### src/core/tcb_regs.svh
// Purpose: Offsets, field positions, reset values and encodings of the threshold/edge config bank
// Assumes: Register port with 6-bit word offsets and 24-bit data words
// Notes:   Definitions only; included by bare name
`ifndef TCB_REGS_SVH
`define TCB_REGS_SVH

// Register port geometry
`define TCB_ADDR_W        6
`define TCB_DATA_W        24

// Word offsets
`define TCB_OFS_IRQ_EN4   6'h28
`define TCB_OFS_LVL01     6'h29
`define TCB_OFS_LVL23     6'h2a
`define TCB_OFS_LVL45     6'h2b
`define TCB_OFS_LVL67     6'h2c

// Threshold fields, two per register
`define TCB_LVL_W         10
`define TCB_LVL_LO_POS    0
`define TCB_LVL_HI_POS    10
`define TCB_LVL_NUM       8
`define TCB_LVL_RST       10'h000

// Edge select fields inside the enable register
`define TCB_SWITCH_INPUT_22_POS      0
`define TCB_SWITCH_INPUT_22_W        6
`define TCB_SWITCH_INPUT_22_RST      6'h00
`define TCB_SWITCH_INPUT_23_POS      6
`define TCB_SWITCH_INPUT_23_W        10
`define TCB_SWITCH_INPUT_23_RST      10'h000

// Two-bit edge select code: 00 none, 01 rising, 10 falling, 11 both
`define TCB_SEL_W         2
`define TCB_SEL_RISE_BIT  0
`define TCB_SEL_FALL_BIT  1

`endif

### src/core/tcb_pkg.sv
// Purpose: Shared types of the threshold/edge config bank
// Assumes: tcb_regs.svh gives all widths
// Notes:   Types only, no constants of its own
`include "tcb_regs.svh"

package tcb_pkg;
   typedef logic [`TCB_LVL_W-1:0]  tcb_level_t;
   typedef logic [`TCB_SEL_W-1:0]  tcb_sel_t;
   typedef logic [`TCB_DATA_W-1:0] tcb_word_t;
   typedef logic [`TCB_ADDR_W-1:0] tcb_addr_t;
endpackage

### src/core/tcb_cmp_if.sv
// Purpose: Carries one threshold comparison between the bank and a crossing detector
// Assumes: Single clock domain
// Notes:   One instance per input/threshold pair
`timescale 1ns/100ps
`default_nettype none

interface tcb_cmp_if;
   import tcb_pkg::*;
   logic       sampleValid;   // New conversion result present
   tcb_level_t sample;        // Conversion result
   tcb_level_t level;         // Threshold compared against
   tcb_sel_t   sel;           // Edge select code
   logic       hit;           // One-cycle crossing event

   modport src (output sampleValid, output sample, output level, output sel, input hit);
   modport det (input sampleValid, input sample, input level, input sel, output hit);
endinterface

`default_nettype wire

### src/core/tcb_cfg_field.sv
// Purpose: One host-writable configuration field with a fixed reset value
// Assumes: Synchronous active-low reset
// Notes:   Write strobe already decoded by the bank
`timescale 1ns/100ps
`default_nettype none

module tcb_cfg_field
   import tcb_pkg::*;
#(
   parameter int          W   = 10,
   parameter logic [W-1:0] RST = '0
) (
   input  wire logic         clock,    // Core clock
   input  wire logic         rst_n,    // Sync reset, active low
   input  wire logic         wrEn,     // Write strobe for this field
   input  wire logic [W-1:0] wrData,   // Field slice of the write word
   output var  logic [W-1:0] value     // Held field value
);

   if (W < 1) begin : g_bad_width
      $error("tcb_cfg_field: W must be at least 1");
   end

   logic [W-1:0] value_ff;
   logic [W-1:0] nxt_value;

   // Only the decoded strobe may change the field
   always_comb begin
      nxt_value = value_ff;
      if (wrEn) begin
         nxt_value = wrData;
      end
   end

   always_ff @(posedge clock) begin
      if (!rst_n) begin
         value_ff <= RST;
      end else begin
         value_ff <= nxt_value;
      end
   end

   assign value = value_ff;

endmodule

`default_nettype wire

### src/core/tcb_edge_det.sv
// Purpose: Detects threshold crossings of one input and qualifies them by the edge select code
// Assumes: Samples arrive as one-cycle valid strobes
// Notes:   First sample after reset only sets the reference side, it never fires
`timescale 1ns/100ps
`default_nettype none

module tcb_edge_det
   import tcb_pkg::*;
(
   input  wire logic clock,    // Core clock
   input  wire logic rst_n,    // Sync reset, active low
   tcb_cmp_if.det    cmp       // Sample, level, select in; hit out
);

   logic seen_ff;
   logic above_ff;
   logic hit_ff;
   logic nxt_seen;
   logic nxt_above;
   logic nxt_hit;
   logic nowAbove;
   logic rise;
   logic fall;

   // Side is judged per new result against the previous result's side
   always_comb begin
      nowAbove  = (cmp.sample >= cmp.level);
      rise      = seen_ff && !above_ff && nowAbove;
      fall      = seen_ff && above_ff && !nowAbove;
      nxt_seen  = seen_ff;
      nxt_above = above_ff;
      nxt_hit   = 1'b0;
      if (cmp.sampleValid) begin
         nxt_seen  = 1'b1;
         nxt_above = nowAbove;
         // 00 blocks both, 01 rise, 10 fall, 11 both
         nxt_hit   = (cmp.sel[`TCB_SEL_RISE_BIT] && rise)
                   || (cmp.sel[`TCB_SEL_FALL_BIT] && fall);
      end
   end

   always_ff @(posedge clock) begin
      if (!rst_n) begin
         seen_ff  <= 1'b0;
         above_ff <= 1'b0;
         hit_ff   <= 1'b0;
      end else begin
         seen_ff  <= nxt_seen;
         above_ff <= nxt_above;
         hit_ff   <= nxt_hit;
      end
   end

   assign cmp.hit = hit_ff;

endmodule

`default_nettype wire

### src/core/tcb_bank.sv
// Purpose: Threshold levels 0-7 and edge interrupt selects of switch inputs 22 and 23
// Assumes: Register port already decoded from the serial link, one word per cycle
// Notes:   Crossing detectors for inputs 22/23 consume the selects inside this block
//          Reads return the word one cycle after the strobe
`timescale 1ns/100ps
`default_nettype none

// Register map, one 24-bit word per offset:
//   28h [15:6] input 23 selects, [5:0] input 22 selects
//   29h level one high, level zero low
//   2Ah level three high, level two low
//   2Bh level five high, level four low
//   2Ch level seven high, level six low
//   Other offsets and reserved bits read zero
// Timing, counted in edges after the strobe edge:
//   A write is visible right after its edge
//   Read word and valid appear right after the strobe edge too
//   Hit appears right after its result's edge, irq one edge later
//   Accesses may come back to back on every cycle
// Limitations:
//   Bits 23:16 of 28h belong to supply logic kept elsewhere
//   Shared levels A to C, eight and nine arrive as ports
//   Only inputs 22 and 23 have detectors here
//   2Ch start value is a parameter; hardware leaves it open

module tcb_bank
   import tcb_pkg::*;
#(
   parameter tcb_level_t LVL67_RST = `TCB_LVL_RST   // Start value of levels six and seven
) (
   input  wire logic                 clock,           // Core clock, 250 MHz
   input  wire logic                 rst_n,           // Sync reset, active low
   // Register port
   input  wire logic                 regWrEn,         // Register write strobe
   input  wire logic                 regRdEn,         // Register read strobe
   input  wire tcb_addr_t            regAddr,         // Register word offset
   input  wire tcb_word_t            regWrData,       // Write data
   output var  tcb_word_t            regRdData,       // Read data, held until next read
   output var  logic                 regRdValid,      // Read data valid pulse
   // Conversion results
   input  wire logic                 sample23Valid,   // New result for switch_input_23
   input  wire tcb_level_t           sample23,        // Result for switch_input_23
   input  wire logic                 sample22Valid,   // New result for switch_input_22
   input  wire tcb_level_t           sample22,        // Result for switch_input_22
   // Levels kept outside this bank
   input  wire tcb_level_t           sharedLevelA,    // Mapped threshold A
   input  wire tcb_level_t           sharedLevelB,    // Mapped threshold B
   input  wire tcb_level_t           sharedLevelC,    // Mapped threshold C
   input  wire tcb_level_t           levelEight,      // Threshold eight
   input  wire tcb_level_t           levelNine,       // Threshold nine
   // Held configuration
   output var  tcb_level_t [`TCB_LVL_NUM-1:0] levels, // Levels zero to seven
   output var  logic [`TCB_SWITCH_INPUT_23_W-1:0] input23EdgeIrqSelect, // Input 23 select field
   output var  logic [`TCB_SWITCH_INPUT_22_W-1:0] input22EdgeIrqSelect, // Input 22 select field
   // Crossing events
   output var  logic [4:0]           in23Hit,         // Per-threshold events, input 23
   output var  logic [2:0]           in22Hit,         // Per-threshold events, input 22
   output var  logic                 in23Irq,         // Any event on input 23, delayed a cycle
   output var  logic                 in22Irq          // Any event on input 22, delayed a cycle
);

   // Selector counts follow from the field widths
   // A header edit that breaks the counts is refused below
   localparam int N23 = `TCB_SWITCH_INPUT_23_W / `TCB_SEL_W;
   localparam int N22 = `TCB_SWITCH_INPUT_22_W / `TCB_SEL_W;

   if (N23 != 5 || N22 != 3) begin : g_bad_fields
      $error("tcb_bank: select field widths do not give 5 and 3 selectors");
   end

   // Decoded write strobes
   logic wrIrqEn4;
   logic wrLvl01;
   logic wrLvl23;
   logic wrLvl45;
   logic wrLvl67;
   logic [`TCB_LVL_NUM-1:0] wrLvl;

   // Word offsets are exact matches; anything else is ignored on write
   // Strobe and offset are sampled together on one edge
   always_comb begin
      wrIrqEn4 = regWrEn && (regAddr == `TCB_OFS_IRQ_EN4);
      wrLvl01  = regWrEn && (regAddr == `TCB_OFS_LVL01);
      wrLvl23  = regWrEn && (regAddr == `TCB_OFS_LVL23);
      wrLvl45  = regWrEn && (regAddr == `TCB_OFS_LVL45);
      wrLvl67  = regWrEn && (regAddr == `TCB_OFS_LVL67);
      // Each word carries one even and one odd level
      wrLvl[0] = wrLvl01;
      wrLvl[1] = wrLvl01;
      wrLvl[2] = wrLvl23;
      wrLvl[3] = wrLvl23;
      wrLvl[4] = wrLvl45;
      wrLvl[5] = wrLvl45;
      wrLvl[6] = wrLvl67;
      wrLvl[7] = wrLvl67;
   end

   // Select fields; bits 23:16 of this word belong to other logic and are not kept here
   // Both fields share one strobe; the host always writes the whole word
   tcb_cfg_field #(
      .W   (`TCB_SWITCH_INPUT_23_W),
      .RST (`TCB_SWITCH_INPUT_23_RST)
   ) u_sel23 (
      .clock  (clock),
      .rst_n  (rst_n),
      .wrEn   (wrIrqEn4),
      .wrData (regWrData[`TCB_SWITCH_INPUT_23_POS +: `TCB_SWITCH_INPUT_23_W]),
      .value  (input23EdgeIrqSelect)
   );

   tcb_cfg_field #(
      .W   (`TCB_SWITCH_INPUT_22_W),
      .RST (`TCB_SWITCH_INPUT_22_RST)
   ) u_sel22 (
      .clock  (clock),
      .rst_n  (rst_n),
      .wrEn   (wrIrqEn4),
      .wrData (regWrData[`TCB_SWITCH_INPUT_22_POS +: `TCB_SWITCH_INPUT_22_W]),
      .value  (input22EdgeIrqSelect)
   );

   // Even levels take the low field, odd levels the high field, LSB at the lowest bit
   // Levels six and seven start from a parameter, the rest from zero
   // Each level is its own field, so one write touches exactly two
   for (genvar i = 0; i < `TCB_LVL_NUM; i++) begin : g_lvl
      localparam int         POS = (i % 2 == 1) ? `TCB_LVL_HI_POS : `TCB_LVL_LO_POS;
      localparam tcb_level_t RST = (i >= 6) ? LVL67_RST : `TCB_LVL_RST;
      tcb_cfg_field #(
         .W   (`TCB_LVL_W),
         .RST (RST)
      ) u_lvl (
         .clock  (clock),
         .rst_n  (rst_n),
         .wrEn   (wrLvl[i]),
         .wrData (regWrData[POS +: `TCB_LVL_W]),
         .value  (levels[i])
      );
   end

   // Read mux: reserved and unmapped bits read as zero
   // Decoding the live address keeps the read answer at one cycle
   tcb_word_t rdMux;

   always_comb begin
      rdMux = '0;
      case (regAddr)
         `TCB_OFS_IRQ_EN4: begin
            rdMux[`TCB_SWITCH_INPUT_23_POS +: `TCB_SWITCH_INPUT_23_W] = input23EdgeIrqSelect;
            rdMux[`TCB_SWITCH_INPUT_22_POS +: `TCB_SWITCH_INPUT_22_W] = input22EdgeIrqSelect;
         end
         `TCB_OFS_LVL01: begin
            rdMux[`TCB_LVL_HI_POS +: `TCB_LVL_W] = levels[1];
            rdMux[`TCB_LVL_LO_POS +: `TCB_LVL_W] = levels[0];
         end
         `TCB_OFS_LVL23: begin
            rdMux[`TCB_LVL_HI_POS +: `TCB_LVL_W] = levels[3];
            rdMux[`TCB_LVL_LO_POS +: `TCB_LVL_W] = levels[2];
         end
         `TCB_OFS_LVL45: begin
            rdMux[`TCB_LVL_HI_POS +: `TCB_LVL_W] = levels[5];
            rdMux[`TCB_LVL_LO_POS +: `TCB_LVL_W] = levels[4];
         end
         `TCB_OFS_LVL67: begin
            rdMux[`TCB_LVL_HI_POS +: `TCB_LVL_W] = levels[7];
            rdMux[`TCB_LVL_LO_POS +: `TCB_LVL_W] = levels[6];
         end
         default: begin
            rdMux = '0;
         end
      endcase
   end

   // Read data is captured on the strobe and held, so a slow serializer can shift it out
   // A write in the same cycle lands after the read, so the old word is returned
   // Valid follows the strobe one cycle later and lasts one cycle
   // Reset clears the held word so the port shows zero until the first read
   tcb_word_t rdData_ff;
   tcb_word_t nxt_rdData;
   logic      rdValid_ff;
   logic      nxt_rdValid;

   always_comb begin
      nxt_rdData  = rdData_ff;
      nxt_rdValid = regRdEn;
      if (regRdEn) begin
         nxt_rdData = rdMux;
      end
   end

   always_ff @(posedge clock) begin
      if (!rst_n) begin
         rdData_ff  <= '0;
         rdValid_ff <= 1'b0;
      end else begin
         rdData_ff  <= nxt_rdData;
         rdValid_ff <= nxt_rdValid;
      end
   end

   assign regRdData  = rdData_ff;
   assign regRdValid = rdValid_ff;

   // Thresholds seen by each input, in selector order from the low pair upward
   // Mapping of shared levels to inputs is done upstream
   tcb_level_t [N23-1:0] thr23;
   tcb_level_t [N22-1:0] thr22;

   always_comb begin
      thr23[0] = sharedLevelA;
      thr23[1] = sharedLevelB;
      thr23[2] = sharedLevelC;
      thr23[3] = levelEight;
      thr23[4] = levelNine;
      thr22[0] = sharedLevelA;
      thr22[1] = sharedLevelB;
      thr22[2] = sharedLevelC;
   end

   // Select code per pair: 00 none, 01 below to above, 10 above to below, 11 both
   // A result equal to its level counts as above
   // A level change alone never fires; it is judged at the next result
   // After reset the first result only sets the reference side
   // Hits stand one cycle per result

   // One crossing detector per input/threshold pair
   tcb_cmp_if cmp23 [N23] ();
   tcb_cmp_if cmp22 [N22] ();

   // Input 23: five pairs, A upward to level nine
   for (genvar k = 0; k < N23; k++) begin : g_det23
      assign cmp23[k].sampleValid = sample23Valid;
      assign cmp23[k].sample      = sample23;
      assign cmp23[k].level       = thr23[k];
      assign cmp23[k].sel         = input23EdgeIrqSelect[k*`TCB_SEL_W +: `TCB_SEL_W];
      assign in23Hit[k]           = cmp23[k].hit;
      tcb_edge_det u_det (
         .clock (clock),
         .rst_n (rst_n),
         .cmp   (cmp23[k])
      );
   end

   // Input 22: three pairs, A upward to C
   for (genvar k = 0; k < N22; k++) begin : g_det22
      assign cmp22[k].sampleValid = sample22Valid;
      assign cmp22[k].sample      = sample22;
      assign cmp22[k].level       = thr22[k];
      assign cmp22[k].sel         = input22EdgeIrqSelect[k*`TCB_SEL_W +: `TCB_SEL_W];
      assign in22Hit[k]           = cmp22[k].hit;
      tcb_edge_det u_det (
         .clock (clock),
         .rst_n (rst_n),
         .cmp   (cmp22[k])
      );
   end

   // Merged per-input event, registered so the output stays glitch free
   // The extra cycle is the price of a flip-flop on every output
   logic irq23_ff;
   logic irq22_ff;
   logic nxt_irq23;
   logic nxt_irq22;

   always_comb begin
      nxt_irq23 = |in23Hit;
      nxt_irq22 = |in22Hit;
   end

   always_ff @(posedge clock) begin
      if (!rst_n) begin
         irq23_ff <= 1'b0;
         irq22_ff <= 1'b0;
      end else begin
         irq23_ff <= nxt_irq23;
         irq22_ff <= nxt_irq22;
      end
   end

   assign in23Irq = irq23_ff;
   assign in22Irq = irq22_ff;

endmodule

`default_nettype wire

### config.mk
export PLATFORM = sky130hd
export DESIGN_NAME = tcb_bank
export DESIGN_NICKNAME = d
export VERILOG_FILES = /design/src/core/tcb_pkg.sv /design/src/core/tcb_cmp_if.sv /design/src/core/tcb_cfg_field.sv /design/src/core/tcb_edge_det.sv /design/src/core/tcb_bank.sv
export VERILOG_INCLUDE_DIRS = /design/src /design/src/core
export SDC_FILE = /design/constraint.sdc
export NUM_CORES = 1
export LEC_CHECK = 0
export BUFFER_PORTS_ARGS = -buffer_cell sky130_fd_sc_hd__buf_4
export CORE_ASPECT_RATIO = 1.2
export CORE_MARGIN = 4
export CORE_UTILIZATION = 40
export CTS_CLUSTER_DIAMETER = 50
export CTS_CLUSTER_SIZE = 20
export DETAILED_ROUTE_END_ITERATION = 10
export GPL_ROUTABILITY_DRIVEN = 1
export PLACE_DENSITY = 0.65
export SYNTH_ARGS = -nofsm -noshare
export SYNTH_HDL_FRONTEND = slang
export SYNTH_SLANG_ARGS = --single-unit
export TNS_END_PERCENT = 20
### constraint.sdc
create_clock -name clock -period 3.3 [get_ports clock]
set_clock_uncertainty 0.1 [all_clocks]
set_input_delay 0.165 -clock clock [delete_from_list [all_inputs] [get_ports clock]]
set_output_delay 0.165 -clock clock [all_outputs]
set_load 0.03 [all_outputs]
==> metrics.txt <==
drt via density 5.29; reg-to-reg slack, setup about 2.1 ns; number of cells on the critical path 7; crit path buf inv count 2; slowest CP cell nand2_1; period utilization 58.6%; status finished, final reports clean; io pins 237; Synth top cells by count 189 x nand2_1, 137 x dfxtp_1, 85 x a21boi_1, 80 x ha_1, 56 x inv_1; Detail Placement HPWL 18500 um; crit-path cells buf_4 -> nand4bb_4 -> nor3_4 -> buf_4 -> nand2_1 -> nand2_1 -> a21boi_1; antenna violations before repair 0; worst rel slew slack 33.8%; clk buf depth 2; Setup Slack @ Placement 0.942 ns; ranking of synthesized cells by area dfxtp_1 36%, ha_1 13%, nand2_1 9.4%; RSZ-0062 raised after global routing false; # rows 54; n_diodes 0; Area Growth Syn to Fin 34.7%; fraction of layout instances using a drive strength above 1 25.9%; final RePlAce weighted congestion just under 0.9; Seq/Total Area, Yosys 36.5%; crit start category input port; grt total ovfl 0; Worst Path Arrival 2.13 ns; mapped cell area between 0.007 and 0.008 mm2; family with the most delay on the worst path simple AND/OR/NAND/NOR gates; Worst Setup EP g_lvl[4].u_lvl.value[1]$_SDFFE_PN0P_; Mean Syn Cell Area 8.54 um2; H-tree depth 4; most frequent cell after synthesis nand2_1; final worst setup slack 1.37 ns; #FFs+latches synth 137; CTS tree yes; Synthesis Warnings 0; PD cells 427 mW/mm2; ys async rst share 0%; Total Routed Length 25300 um; vias in the first global route 7256; number of hold buffers added after CTS 22; Setup Buffers After CTS 0; largest net degree at the start of global routing 54; worst min path class input port to flop; Layout fillers 1704; CTS clk-pin slew, worst paths 0.05 ns; Post-synth EDFFs 0; 1st-iter DRT viols 393; RR Endpoint g_det23[3].u_det.cmp.hit$_SDFF_PN0_; Die Area roughly 0.021 mm2; Final Core Density 55.3%; cts bufs inserted 17; router iterations before antenna repair 6; Slew @ Worst Pin 0.991 ns; Worst R2R Path Depth 3; Max FO, Critical Path 20; Final ANT Viol Nets 0; CP endpoint kind flop; shortest period the worst path allows a little under 2 ns; Clock Latency Late Sink approximately 0.4 ns; leakage power approximately 4.4 nW; Hold WS 0.0779 ns; DRC violations left 0; WL/cell around 19 um; Setup CP Type input port to flop; reg2reg start g_det23[3].u_det.seen_ff$_SDFFE_PN0P_; worst vdd ir approximately 0.35 mV; # port buffers 228; clk sinks 137; worst setup path startpoint regAddr[4]; first-pass GRT wire length 39300 um; slowest stage delay, CP 0.56 ns; post-synth top area share 36.5%; Max Cap Violations 0; Die Width 133 um; Critical Path RT 3.50 ns; final hold violations 0; total negative slack 0 ns; root buffer cell clkbuf_16; initial core utilization around 41%; ys flop type dfxtp_1; nets between 1000 and 1500; hold depth 2; GRT Total Usage 23.6%; setup violators final 0; Slew Viols, Final 0; Max Fclk between 500 and 600 MHz; Die Y 158 um; Core Area 0.0183 mm2; CTS resizes 0; post-synth top area cell dfxtp_1; Synth cell types 40; via count 7220; Mapped Cells 880
[where the power goes]
| group | internal, W | switching, W |
|---|---|---|
| clock network | 0.00141 | 0.000695 |
| logic | 0.000246 | 0.000283 |
| registers | 0.00168 | 0.0000170 |
| total | 0.00333 | 0.000996 |
[kinds of logic (layout without fill, tap and decap cells)]
family                     count (synthesis)  in the layout  synth area share, %
muxes                                      8              8                 1.20
xor gates and xnor gates                   1              1                0.117
buffers and inverters                    118            347                 7.84
AOI/OAI and AO/OA                        252            252                 23.6
adders and majority gates                 80             80                 13.3
other                                      1              4               0.0499
and+or+nand+nor                          283            283                 17.4
DFF                                      137            137                 36.5
[cell type report]
type	instances	area (um2)	share of cell area (%)
multi-input combinational	628	4200	41.4
sequential	137	2740	27.1
timing repair buffer	260	2010	19.8
clock buffer	21	480	4.74
tap	252	315	3.11
inverter	58	218	2.15
clock inverter	8	168	1.66
[sequential cells by signal, indices dropped and copies added (netlist names)]
signal	cells
g_det23.u_det.seen_ff	1
g_det22.u_det.cmp.hit	3
g_lvl.u_lvl.value	80
in23Irq	1
regRdValid	1
g_det23.u_det.above_ff	5
g_det22.u_det.seen_ff	1
regRdData	20
u_sel22.value	6
g_det23.u_det.cmp.hit	5
in22Irq	1
u_sel23.value	10
g_det22.u_det.above_ff	3
[through the flow]
step           instance area [um2]  instances  power [W]
2_1_floorplan                 7530        883    0.00201
3_3_place_gp                  9260       1313    0.00223
3_5_place_dp                  9260       1313    0.00224
4_1_cts                      10100       1364    0.00435
5_1_grt                      10100       1364    0.00448
6_report                     10100       1364    0.00433
[placed cells by master, fill, tap and decap left out, drive strengths merged, types with 21 or more instances in the layout]
cell type      n
dfxtp        137
buf          238
inv           58
clkbuf        21
a21boi        96
nand2        190
ha            80
dlygate4sd3   22
nor2          25
a21oi         35
o21ai         44
[worst min path at each step]
stage | startpoint | end | slack [ns]
final | regRdEn | regRdData[4]$_SDFFE_PN0P_ | 0.08
after global routing | regRdEn | regRdData[4]$_SDFFE_PN0P_ | 0.08
after CTS | regRdEn | regRdData[4]$_SDFFE_PN0P_ | 0.06
after detailed placement | sample22Valid | g_det22[0].u_det.above_ff$_SDFFE_PN0P_ | 0.31
after global placement | sample22Valid | g_det22[0].u_det.above_ff$_SDFFE_PN0P_ | 0.31
after floorplan | sample22Valid | g_det22[0].u_det.above_ff$_SDFFE_PN0P_ | 0.15
[metal layers]
metal	up-vias	GRT usage (%)	wire (um)
met4	0	8.57	618
met3	48	6.33	2120
met5	-	0	0
met2	288	41.0	12100
li1	3540	-	-
met1	3344	28.1	10400
Note: power is estimated with default switching activity, not from simulation.
